File: src/hdl/ivt_pkg.sv
// constants and types for the interrupt vector and trap dispatcher
// ----------------------------------------------------------------
// How it works
// - each node owns fixed trap number and slot
// - vector segment comes from segment register
// - spacing code scales offset per trap number
// - default spacing: offset equals trap times four
// - without second serial, its nodes are unassigned
// - hardware trap branches unmasked to its trap vector, traps 4 to 7 share 0x0A
// - hardware trap sets its own flag bit
// - trap waits only behind a trap of higher or equal priority in service
// - trap service blocks interrupts and transfers
// - node control holds request, enable, level
// - only strictly higher level preempts service
// - software request bit raises node request
// - node may route to event transfer channel
// ----------------------------------------------------------------
package ivt_pkg;

    localparam int IVT_NODES = 128;
    localparam int IVT_TRAPS = 8;
    localparam int IVT_CHANS = 8;
    localparam int IVT_LVL_W = 4;
    localparam int IVT_CNT_W = 8;

    localparam logic [6:0] IVT_NODE_FIRST = 7'h10;
    localparam logic [6:0] IVT_NODE_LAST = 7'h5F;

    // register byte offsets
    localparam logic [11:0] IVT_ADR_SEG = 12'h000;
    localparam logic [11:0] IVT_ADR_CFG = 12'h004;
    localparam logic [11:0] IVT_ADR_TFLAG = 12'h008;
    localparam logic [11:0] IVT_ADR_STAT = 12'h00C;
    localparam logic [11:0] IVT_ADR_MASK = 12'h010;
    localparam logic [6:0] IVT_ADR_XFER_TAG = 7'h01;
    localparam logic [2:0] IVT_ADR_NODE_TAG = 3'h1;

    // reset values and slot shift
    localparam logic [7:0] IVT_SEG_RST = 8'h00;
    localparam logic [1:0] IVT_SPC_RST = 2'h0;
    localparam logic [1:0] IVT_SLOT_SHIFT = 2'h2;

    // interrupt status bits
    localparam int IVT_EV_W = 3;
    localparam int IVT_EV_TRAP = 0;
    localparam int IVT_EV_XFER = 1;
    localparam int IVT_EV_TAKE = 2;

    // hardware trap numbers, index order is priority order
    localparam logic [6:0] IVT_TRAP_NUM [IVT_TRAPS] = '{
        7'h02, 7'h04, 7'h06, 7'h08, 7'h0A, 7'h0A, 7'h0A, 7'h0A
    };

    typedef struct packed {
        logic [2:0] chan;
        logic xfer;
        logic req;
        logic en;
        logic [1:0] pad;
        logic [3:0] lvl;
    } ivt_node_t;

    typedef struct packed {
        logic irq;
        logic xfer;
        logic trap;
        logic [6:0] num;
        logic [2:0] chan;
        logic [23:0] addr;
    } ivt_grant_t;

    // nodes with no peripheral source behind them
    function automatic logic ivt_has_source(input logic [6:0] n, input logic asc);
        logic r;
        r = (n >= IVT_NODE_FIRST) && (n <= IVT_NODE_LAST);
        case (n)
            7'h3F, 7'h40, 7'h41, 7'h4B, 7'h54, 7'h55, 7'h56, 7'h57,
            7'h58, 7'h59, 7'h5A, 7'h5B, 7'h5C: r = 1'b0;
            7'h42, 7'h48, 7'h49, 7'h4A, 7'h5E: r = r && asc;
            default: r = r;
        endcase
        return r;
    endfunction

endpackage

File: src/hdl/ivt_node_arbiter.sv
// picks the highest level requesting node, lowest index on ties
module ivt_node_arbiter #(
    parameter int N = 128,
    parameter int W = 4
) (
    input wire logic [N-1:0] req_i,
    input wire logic [N*W-1:0] lvl_i,
    output logic valid_o,
    output logic [$clog2(N)-1:0] idx_o,
    output logic [W-1:0] lvl_o
);
    generate
        if (N < 2 || W < 1) begin : g_bad
            $error("ivt_node_arbiter: N must be 2 or more, W 1 or more");
        end
    endgenerate

    // scan downward with >= so the lowest index wins a tie
    always_comb begin
        valid_o = 1'b0;
        idx_o = '0;
        lvl_o = '0;
        for (int i = N - 1; i >= 0; i--) begin
            if (req_i[i] && (!valid_o || lvl_i[i*W +: W] >= lvl_o)) begin
                valid_o = 1'b1;
                idx_o = ($clog2(N))'(i);
                lvl_o = lvl_i[i*W +: W];
            end
        end
    end
endmodule

File: src/hdl/ivt_vector_addr.sv
// forms a vector address from segment, spacing code and trap number
module ivt_vector_addr
    import ivt_pkg::*;
(
    input wire logic [7:0] seg_i,
    input wire logic [1:0] spc_i,
    input wire logic [6:0] num_i,
    output logic [23:0] addr_o
);
    logic [2:0] shift;
    logic [15:0] offset;

    assign shift = {1'b0, spc_i} + {1'b0, IVT_SLOT_SHIFT};
    assign offset = 16'({9'h000, num_i} << shift);
    assign addr_o = {seg_i, offset};
endmodule

File: src/hdl/ivt_dispatch.sv
// interrupt vector and hardware trap dispatcher with wishbone registers
//
// Design decisions made here: the placing of the registers and the Wishbone slave port.
module ivt_dispatch
    import ivt_pkg::*;
#(
    parameter bit HAS_SECOND_SERIAL = 1'b1
) (
    input wire logic clk_i,
    input wire logic rst_i,
    input wire logic wb_cyc_i,
    input wire logic wb_stb_i,
    input wire logic wb_we_i,
    input wire logic [11:0] wb_adr_i,
    input wire logic [3:0] wb_sel_i,
    input wire logic [31:0] wb_dat_i,
    output logic [31:0] wb_dat_o,
    output logic wb_ack_o,
    input wire logic [ivt_pkg::IVT_NODES-1:0] node_req_i,
    input wire logic [ivt_pkg::IVT_TRAPS-1:0] trap_cond_i,
    input wire logic [3:0] cpu_prio_i,
    input wire logic take_i,
    input wire logic trap_done_i,
    output ivt_pkg::ivt_grant_t grant_o,
    output logic irq_o
);
    import ivt_pkg::*;

    // ----------------------------------------------------------------
    // state
    // ----------------------------------------------------------------
    ivt_node_t node_reg [IVT_NODES];
    ivt_node_t node_next [IVT_NODES];
    logic [IVT_CNT_W-1:0] cnt_reg [IVT_CHANS];
    logic [IVT_CNT_W-1:0] cnt_next [IVT_CHANS];
    logic [7:0] seg_reg;
    logic [1:0] spc_reg;
    logic [IVT_TRAPS-1:0] tflag_reg, tflag_next;
    logic [IVT_TRAPS-1:0] pend_reg, pend_next;
    logic [IVT_TRAPS-1:0] act_reg, act_next;
    logic [2:0] tidx_reg, tidx_next;
    logic [IVT_EV_W-1:0] stat_reg, stat_next, mask_reg;
    ivt_grant_t grant_reg, grant_next;
    logic ack_reg;
    logic [31:0] rdat_reg;

    function automatic logic [IVT_TRAPS-1:0] low_bit(input logic [IVT_TRAPS-1:0] x);
        return x & (~x + IVT_TRAPS'(1));
    endfunction

    function automatic logic [15:0] merge16(input logic [15:0] old, input logic [15:0] nw,
                                            input logic [1:0] sel);
        logic [15:0] m;
        m = {{8{sel[1]}}, {8{sel[0]}}};
        return (old & ~m) | (nw & m);
    endfunction

    // ----------------------------------------------------------------
    // bus decode
    // ----------------------------------------------------------------
    wire hit = wb_cyc_i && wb_stb_i && !ack_reg;
    wire wr = hit && wb_we_i;
    wire rd = hit && !wb_we_i;
    wire is_node = wb_adr_i[11:9] == IVT_ADR_NODE_TAG;
    wire [6:0] node_idx = wb_adr_i[8:2];
    wire is_xfer = wb_adr_i[11:5] == IVT_ADR_XFER_TAG;
    wire [2:0] xfer_idx = wb_adr_i[4:2];
    wire node_wr = wr && is_node;
    wire xfer_wr = wr && is_xfer;
    wire seg_wr = wr && wb_adr_i == IVT_ADR_SEG;
    wire cfg_wr = wr && wb_adr_i == IVT_ADR_CFG;
    wire tflag_wr = wr && wb_adr_i == IVT_ADR_TFLAG;
    wire mask_wr = wr && wb_adr_i == IVT_ADR_MASK;
    wire stat_rd = rd && wb_adr_i == IVT_ADR_STAT;

    logic [31:0] rd_mux;
    always_comb begin
        rd_mux = '0;
        if (is_node)
            rd_mux = {20'h00000, node_reg[node_idx]};
        else if (is_xfer)
            rd_mux = {24'h000000, cnt_reg[xfer_idx]};
        else begin
            case (wb_adr_i)
                IVT_ADR_SEG: rd_mux = {24'h000000, seg_reg};
                IVT_ADR_CFG: rd_mux = {30'h00000000, spc_reg};
                IVT_ADR_TFLAG: rd_mux = {24'h000000, tflag_reg};
                IVT_ADR_STAT: rd_mux = {29'h00000000, stat_reg};
                IVT_ADR_MASK: rd_mux = {29'h00000000, mask_reg};
                default: rd_mux = '0;
            endcase
        end
    end

    // ----------------------------------------------------------------
    // service handshake
    // ----------------------------------------------------------------
    wire grant_any = grant_reg.irq || grant_reg.xfer || grant_reg.trap;
    wire take_fire = take_i && grant_any;
    wire take_irq = take_fire && grant_reg.irq;
    wire take_xfer = take_fire && grant_reg.xfer;
    wire take_trap = take_fire && grant_reg.trap;
    wire [IVT_CNT_W-1:0] take_cnt = cnt_reg[grant_reg.chan];
    wire xfer_last = take_xfer && take_cnt == IVT_CNT_W'(1);
    wire trap_busy = |act_reg;

    // ----------------------------------------------------------------
    // node requests
    // ----------------------------------------------------------------
    always_comb begin
        for (int i = 0; i < IVT_NODES; i++) begin
            node_next[i] = node_reg[i];
            if (node_wr && node_idx == 7'(i))
                node_next[i] = ivt_node_t'(merge16(16'(node_reg[i]), wb_dat_i[15:0],
                                                   wb_sel_i[1:0]));
            if (grant_reg.num == 7'(i) && (take_irq || (take_xfer && !xfer_last)))
                node_next[i].req = 1'b0;
            if (node_req_i[i] && ivt_has_source(7'(i), HAS_SECOND_SERIAL))
                node_next[i].req = 1'b1;
            node_next[i].pad = 2'h0;
            if (7'(i) < IVT_NODE_FIRST || 7'(i) > IVT_NODE_LAST)
                node_next[i] = '0;
        end
        for (int c = 0; c < IVT_CHANS; c++) begin
            cnt_next[c] = cnt_reg[c];
            if (take_xfer && grant_reg.chan == 3'(c) && cnt_reg[c] != '0)
                cnt_next[c] = cnt_reg[c] - IVT_CNT_W'(1);
            if (xfer_wr && xfer_idx == 3'(c) && wb_sel_i[0])
                cnt_next[c] = wb_dat_i[IVT_CNT_W-1:0];
        end
    end

    logic [IVT_NODES-1:0] arb_req;
    logic [IVT_NODES*IVT_LVL_W-1:0] arb_lvl;
    always_comb begin
        for (int i = 0; i < IVT_NODES; i++) begin
            arb_req[i] = node_reg[i].req && node_reg[i].en && !trap_busy
                         && node_reg[i].lvl > cpu_prio_i;
            arb_lvl[i*IVT_LVL_W +: IVT_LVL_W] = node_reg[i].lvl;
        end
    end

    logic arb_valid;
    logic [6:0] arb_idx;
    ivt_node_arbiter #(
        .N(IVT_NODES),
        .W(IVT_LVL_W)
    ) u_arb (
        .req_i(arb_req),
        .lvl_i(arb_lvl),
        .valid_o(arb_valid),
        .idx_o(arb_idx),
        .lvl_o()
    );

    wire win_xfer = node_reg[arb_idx].xfer && cnt_reg[node_reg[arb_idx].chan] != '0;

    // ----------------------------------------------------------------
    // hardware traps
    // ----------------------------------------------------------------
    wire [IVT_TRAPS-1:0] act_low = low_bit(act_reg);
    wire [IVT_TRAPS-1:0] trap_elig = trap_busy ? pend_reg & (act_low - IVT_TRAPS'(1))
                                               : pend_reg;
    wire [IVT_TRAPS-1:0] trap_win = low_bit(trap_elig);
    logic [2:0] trap_idx;
    always_comb begin
        trap_idx = '0;
        for (int t = IVT_TRAPS - 1; t >= 0; t--)
            if (trap_win[t])
                trap_idx = 3'(t);
    end

    wire [IVT_TRAPS-1:0] taken_hot = take_trap ? IVT_TRAPS'(1) << tidx_reg : '0;
    assign pend_next = (pend_reg & ~taken_hot) | trap_cond_i;
    assign tflag_next = (tflag_wr && wb_sel_i[0] ? wb_dat_i[7:0] & tflag_reg : tflag_reg)
                      | trap_cond_i;
    assign act_next = (trap_done_i ? act_reg & ~act_low : act_reg) | taken_hot;

    // ----------------------------------------------------------------
    // vector selection
    // ----------------------------------------------------------------
    logic [23:0] vec_addr;
    wire [6:0] sel_num = |trap_elig ? IVT_TRAP_NUM[trap_idx] : arb_idx;
    ivt_vector_addr u_vec (
        .seg_i(seg_reg),
        .spc_i(spc_reg),
        .num_i(sel_num),
        .addr_o(vec_addr)
    );

    always_comb begin
        grant_next = '0;
        tidx_next = tidx_reg;
        if (!take_fire) begin
            grant_next.num = sel_num;
            grant_next.addr = vec_addr;
            if (|trap_elig) begin
                grant_next.trap = 1'b1;
                tidx_next = trap_idx;
            end else if (arb_valid) begin
                grant_next.xfer = win_xfer;
                grant_next.irq = !win_xfer;
                grant_next.chan = node_reg[arb_idx].chan;
            end else begin
                grant_next.num = '0;
                grant_next.addr = '0;
            end
        end
    end

    // ----------------------------------------------------------------
    // interrupt status
    // ----------------------------------------------------------------
    wire [IVT_EV_W-1:0] events = {take_fire, xfer_last, |trap_cond_i};
    assign stat_next = (stat_rd ? '0 : stat_reg) | events;

    // ----------------------------------------------------------------
    // registers
    // ----------------------------------------------------------------
    always_ff @(posedge clk_i) begin
        node_reg <= node_next;
        cnt_reg <= cnt_next;
        if (rst_i) begin
            node_reg <= '{default: '0};
            cnt_reg <= '{default: '0};
        end
    end

    always_ff @(posedge clk_i) begin
        if (rst_i) begin
            seg_reg <= IVT_SEG_RST;
            spc_reg <= IVT_SPC_RST;
            mask_reg <= '0;
        end else begin
            if (seg_wr && wb_sel_i[0])
                seg_reg <= wb_dat_i[7:0];
            if (cfg_wr && wb_sel_i[0])
                spc_reg <= wb_dat_i[1:0];
            if (mask_wr && wb_sel_i[0])
                mask_reg <= wb_dat_i[IVT_EV_W-1:0];
        end
    end

    always_ff @(posedge clk_i) begin
        if (rst_i) begin
            tflag_reg <= '0;
            pend_reg <= '0;
            act_reg <= '0;
            tidx_reg <= '0;
            stat_reg <= '0;
            grant_reg <= '0;
        end else begin
            tflag_reg <= tflag_next;
            pend_reg <= pend_next;
            act_reg <= act_next;
            tidx_reg <= tidx_next;
            stat_reg <= stat_next;
            grant_reg <= grant_next;
        end
    end

    always_ff @(posedge clk_i) begin
        if (rst_i) begin
            ack_reg <= 1'b0;
            rdat_reg <= '0;
            irq_o <= 1'b0;
        end else begin
            ack_reg <= hit;
            rdat_reg <= rd ? rd_mux : '0;
            irq_o <= |(stat_reg & mask_reg);
        end
    end

    assign wb_ack_o = ack_reg;
    assign wb_dat_o = rdat_reg;
    assign grant_o = grant_reg;
endmodule

File: config.mk
export PLATFORM = sky130hd
export DESIGN_NAME = ivt_dispatch
export DESIGN_NICKNAME = d
export VERILOG_FILES = /design/src/hdl/ivt_pkg.sv /design/src/hdl/ivt_node_arbiter.sv /design/src/hdl/ivt_vector_addr.sv /design/src/hdl/ivt_dispatch.sv
export SDC_FILE = /design/constraint.sdc
export NUM_CORES = 2
export LEC_CHECK = 0
export BUFFER_PORTS_ARGS = -buffer_cell sky130_fd_sc_hd__buf_4
export CORE_MARGIN = 2
export CORE_UTILIZATION = 64
export DETAILED_ROUTE_END_ITERATION = 6
export PLACE_DENSITY_LB_ADDON = 0.3
export SLEW_MARGIN = 20
export SYNTH_ARGS = -nofsm -noshare
export SYNTH_HDL_FRONTEND = slang
export SYNTH_SLANG_ARGS = --single-unit
File: constraint.sdc
create_clock -name clk_i -period 139.4 [get_ports clk_i]
set_clock_uncertainty 0.1 [all_clocks]
set_input_delay 6.97 -clock clk_i [delete_from_list [all_inputs] [get_ports clk_i]]
set_output_delay 6.97 -clock clk_i [all_outputs]
set_load 0.005 [all_outputs]
Word-level counts from Yosys, hierarchy flattened. Memory sizes are Yosys's and may differ from the RTL's. Cells that the tools add are included.

$add $sub $neg: 12. Multiply operators: 0. Div/mod/pow operators: 0. $lt $le $gt $ge: 261. Equality and inequality tests: 181. Shifts and indexed selects: 2. Muxes and demuxes: 639. Bitwise operators: 186. Reductions and logical operators: 1096.

Operators by type and width (count): 12-bit AND (81); 12-bit bitwise OR (80); 7-bit 2-to-1 mux (132); 1-bit logical AND (725); 4-bit > comparator (128); 8-bit 2-to-1 mux (64); 4-bit >= comparator (127); 4-bit 2-to-1 mux (127); 7-bit by 6-bit equality test with 1-bit output, second input constant (64); 7-bit equality test, second input constant (64); 12-bit 2-to-1 mux (35); 1-bit 2-to-1 mux (263); 7-bit by 5-bit equality test with 1-bit output, second input constant (32); 3-bit nonzero test (67); 12-bit binary-select mux with 7-bit select (2); 1-bit logical NOT (132); 1-bit logical OR (130); 8-bit binary-select mux with 3-bit select (3); 8-bit nonzero test (9); 8-bit by 1-bit subtractor with 8-bit output, second input constant (9); 8-bit AND (6); 8-bit one-hot mux with 5 select lines (1); 34-bit 2-to-1 mux (1); 8-bit inverter (4); other kinds (32) (91).

Register bits after elaboration: 1714. Bits in latches: 0. Memory bits (writable): 0. ROM bits: 56. Output and inout bits: 71. Word-level logic and storage cells: 3172. Memories kept: 1.

Memory list: (name not given) (depth 8, width 7, read ports 1, clocked after memory_dff 0, wr ports 0, line ivt_dispatch.sv:183) `wire [6:0] sel_num = |trap_elig ? IVT_TRAP_NUM[trap_idx] : arb_idx;`.

Longest topological paths before layout.
Depth in word-level cells: 524. Mapped depth: 669. Mapped depth without buffers: 649.

By module. From an unflattened synthesis, not the netlist that was laid out.

Cell total of the unflattened synthesis: 10188. Area, all modules: 82431.6 µm².

Modules (own cells, without submodules): ivt_dispatch (instances 1, cells each 6079, area each 54690.0 µm², sequential area each 19178.4 µm²); ivt_node_arbiter (instances 1, cells each 4074, area each 27468.8 µm², sequential area each 0.0 µm²); ivt_vector_addr (instances 1, cells each 35, area each 272.8 µm², sequential area each 0.0 µm²).

Worst setup path after synthesis. Ideal clock, no wire load.

Path type: input port to flip-flop. Start: input cpu_prio_i[2]. End: register grant_reg (netlist bit grant_o[36]). Library setup time: 0.115 ns. Arrival time: 128.095 ns. Required time: 139.185 ns. Path slack: 11.091 ns. Stages: 655. Buffers on the path: 21. Cell sequence: inv_1 -> ha_1 -> and4b_1 -> a211oi_1 -> or3_1 -> buf_2 -> nor2_1 -> ha_1 -> nand2b_1 -> a21o_1 -> a31o_2 -> a21oi_1 -> nand2_1 -> a21boi_0 -> ha_1 -> o21ai_0 -> a21oi_1 -> a211o_1 -> (+619 left out) -> a21o_1 -> a21oi_1 -> a21o_1 -> inv_1 -> nor2_1 -> nand2b_4 -> nor3_4 -> clkbuf_1 -> buf_2 -> nand3_1 -> o311ai_1 -> o32ai_1 -> o41ai_2 -> nand2_2 -> and4_1 -> a2111oi_0 -> mux2i_1 -> o21ba_1.

RTL lines: start, declared (line ivt_dispatch.sv:21) `input wire logic [3:0] cpu_prio_i,`; end signal, assigned (line ivt_dispatch.sv:258) `grant_reg <= grant_next;`; end, declared (line ivt_dispatch.sv:43) `ivt_grant_t grant_reg, grant_next;`.

==> results.toml <==
[outcome]
status = "finished, violations left"
violations = "design-rule violations"

[timing]
worst_slew_pin_slew_ns = 1.283
tns_ns = 0
drv_slew = 0
finalHoldViolCount = 0
period_needed_ns = 131.93
setup_viol = 0
max_slew_margin = 0.1335
post-route-period-util = 0.9464
max_freq_mhz = 7.580

[hold_path]
min_path_cells = 2
holdCritPathClass = "register to register"

[critical_path]
worstPathArrival_ns = 132.41
max_stage_delay_ns = 0.46
rrSetupSlack_ns = 13.25
ff2ff_path_depth = 644
rr_endpoint = "grant_o[36]"
setup.worst_path.start_class = "input pin"
crit_required_ns = 139.88
cpMostUsedCell = "ha_1"
slowest_stage = "nor3_1"
reg2reg_from = "act_reg[5]"
end_kind = "register"
crit_path_max_fanout = 15
worst-setup-path-type = "input pin to register"

[drt]
drt_wl_total_mm = 269.0
vias = 72080
first_pass_iters = 7
via_per_inst = 6.921
dr.first_iter.drc_count = 10250
ant_nets = 0
drc = 7
wire_per_inst_um = 25.83

[global_routing]
grt_pass1_vias = 66980
grtUsageMet2 = 0.6800
grt_util_met1 = 0.5872
grt-busiest-layer = "met2"
grt_max_degree = 200
use_met3 = 0.1291
grt_pass1_wl_mm = 398.5
antenna_found_initial = 15
grt_usage = 0.4621
overflow = 0

[floorplan]
die_h_um = 334.1
core_area_um2 = 108400
row_count = 121
die_area_um2 = 111600
io_pins = 266
initial_core_util = 0.6432
die_w_um = 334.1

[clock_network]
ctsRootBufferMaster = "clkbuf_16"
clock_sinks = 956
hold_buffers = 0
numCtsBuffers = 97
clkLatencyLatePin_ns = 0.71
cts_max_level = 3
cts_max_path_buffers = 3
cts_tree = "done"
path_clk_slew_ns = 0.07

[finish]
nFillCells = 8497
most-common-layout-cells = "nand2_1, a21oi_1, dfxtp_1, nor2_1, ha_1"
area_delta_synth_final_pct = 11.00
drive_above_1_share = 0.1340
final_common_cell = "nand2_1"
utilization = 0.7140
finish.net_count = 9683

[logic_synthesis]
synth.distinct_cells = 121
syn_area_per_cell_um2 = 7.909
synth_async_sr_flop_share = 0
synthFlopType = "dfxtp_1"
syn_inst = 8816
yosysWarningCount = 0
ys_ff_latch = 956
synth_area_um2 = 69720
ys_seq_area_frac = 0.2745
synth-edff-count = 0

[power]
vdd_drop_max_uv = 12.44
cellPowerDensity_nw_per_um2 = 8.043
p_leak_nw = 28.49

[placed_design]
place_congestion = 1.029
port_buffers = 160
hpwlAfterDp_mm = 187.2

[flow_run]
max_cap_violations = 0
==> area by class of cell <==
cell class                      count  area [um2]  area share
Timing Repair Buffer              434        3408     0.04404
Multi-Input combinational cell   7134       48410      0.6256
Antenna cell                       15       37.54   0.0004850
Sequential cell                   956       19140      0.2473
Clock buffer                      129        2758     0.03563
Inverter                          283        1080     0.01395
Clock inverter                     50       788.3     0.01019
Tap cell                         1414        1769     0.02286
==> per-stage QoR <==
stage	cells	setup slack, ns	instance area, um2	total power [mW]	hold slack, ns
finish	10420	7.470	77390	0.6225	0.3681
global placement	10190	1.718	72960	0.3289	0.3462
CTS	10370	0.1911	76510	0.6174	0.3650
global route	10400	-0.3662	77360	0.6324	0.3810
floorplan	8841	11.09	69820	0.3122	0.3369
detailed placement	10190	0.1742	72960	0.3302	0.3562
==> power by group <==
group / internal [mW] / switching (mW)
sequential: 0.275 / 0.00273
combinational: 0.0145 / 0.0345
clock: 0.173 / 0.122
==> worst max-delay path, delay by kind of cell <==
kind            cells  cell delay [ns]
buf+inv            40             4.96
compound gates    279            54.19
mux                21             6.63
fa+ha+maj         112            31.50
simple gates      195            28.06
==> synth_stat cells (58+ instances only) <==
| cell | count | area [um2] |
|---|---|---|
| and2_1 | 84 | 525.5 |
| clkbuf_1 | 360 | 1351 |
| o21ai_0 | 286 | 1431 |
| inv_1 | 280 | 1051 |
| dfxtp_1 | 956 | 19140 |
| a21oi_1 | 1107 | 5540 |
| a21o_1 | 108 | 810.8 |
| nand3_1 | 295 | 1476 |
| nand2b_1 | 197 | 1232 |
| nor2_1 | 710 | 2665 |
| or3_1 | 58 | 362.9 |
| ha_1 | 582 | 7282 |
| a211oi_1 | 102 | 765.7 |
| nor2b_1 | 132 | 825.8 |
| nor3_1 | 173 | 865.8 |
| nand2_1 | 1779 | 6678 |
| mux4_2 | 318 | 7162 |
| mux2i_1 | 196 | 1962 |
| nand4_1 | 86 | 538.0 |
==> routing by layer <==
metal	vias to the layer above	wire length, um
met4	10	21890
met2	5320	111900
met5	-	69
li1	31840	-
met3	1242	38230
met1	33670	96900
==> cells by family after synthesis <==
| logic type | count (synthesis) | synth area share |
|---|---|---|
| AO/OA/AOI/OAI | 2177 | 0.1913 |
| XOR/XNOR | 52 | 0.006532 |
| adder cells (fa/ha/maj) | 616 | 0.1093 |
| buffers and inverters | 751 | 0.04255 |
| flip-flops | 956 | 0.2745 |
| multiplexers | 553 | 0.1372 |
| other | 1 | 0.00005378 |
| AND/OR/NAND/NOR | 3710 | 0.2386 |
==> worst max-delay path by stage <==
stage / cells after the start / end / start / slack [ns]
after floorplan: 655 / grant_o[36] / cpu_prio_i[2] / 11.09
after global placement: 641 / grant_o[36] / cpu_prio_i[1] / 1.72
after detailed placement: 641 / grant_o[36] / cpu_prio_i[1] / 0.17
after CTS: 641 / grant_o[36] / cpu_prio_i[1] / 0.19
after global routing: 649 / grant_o[36] / cpu_prio_i[3] / -0.37
final: 647 / grant_o[36] / cpu_prio_i[3] / 7.47
==> repair_timing <==
item,in CTS,in global routing
cloned,0,0
resized for setup,1,130
endpoints found under the setup margin,2,22
pin swaps,0,20
buffers inserted,0,33
Note: power is estimated with default switching activity, not from simulation.
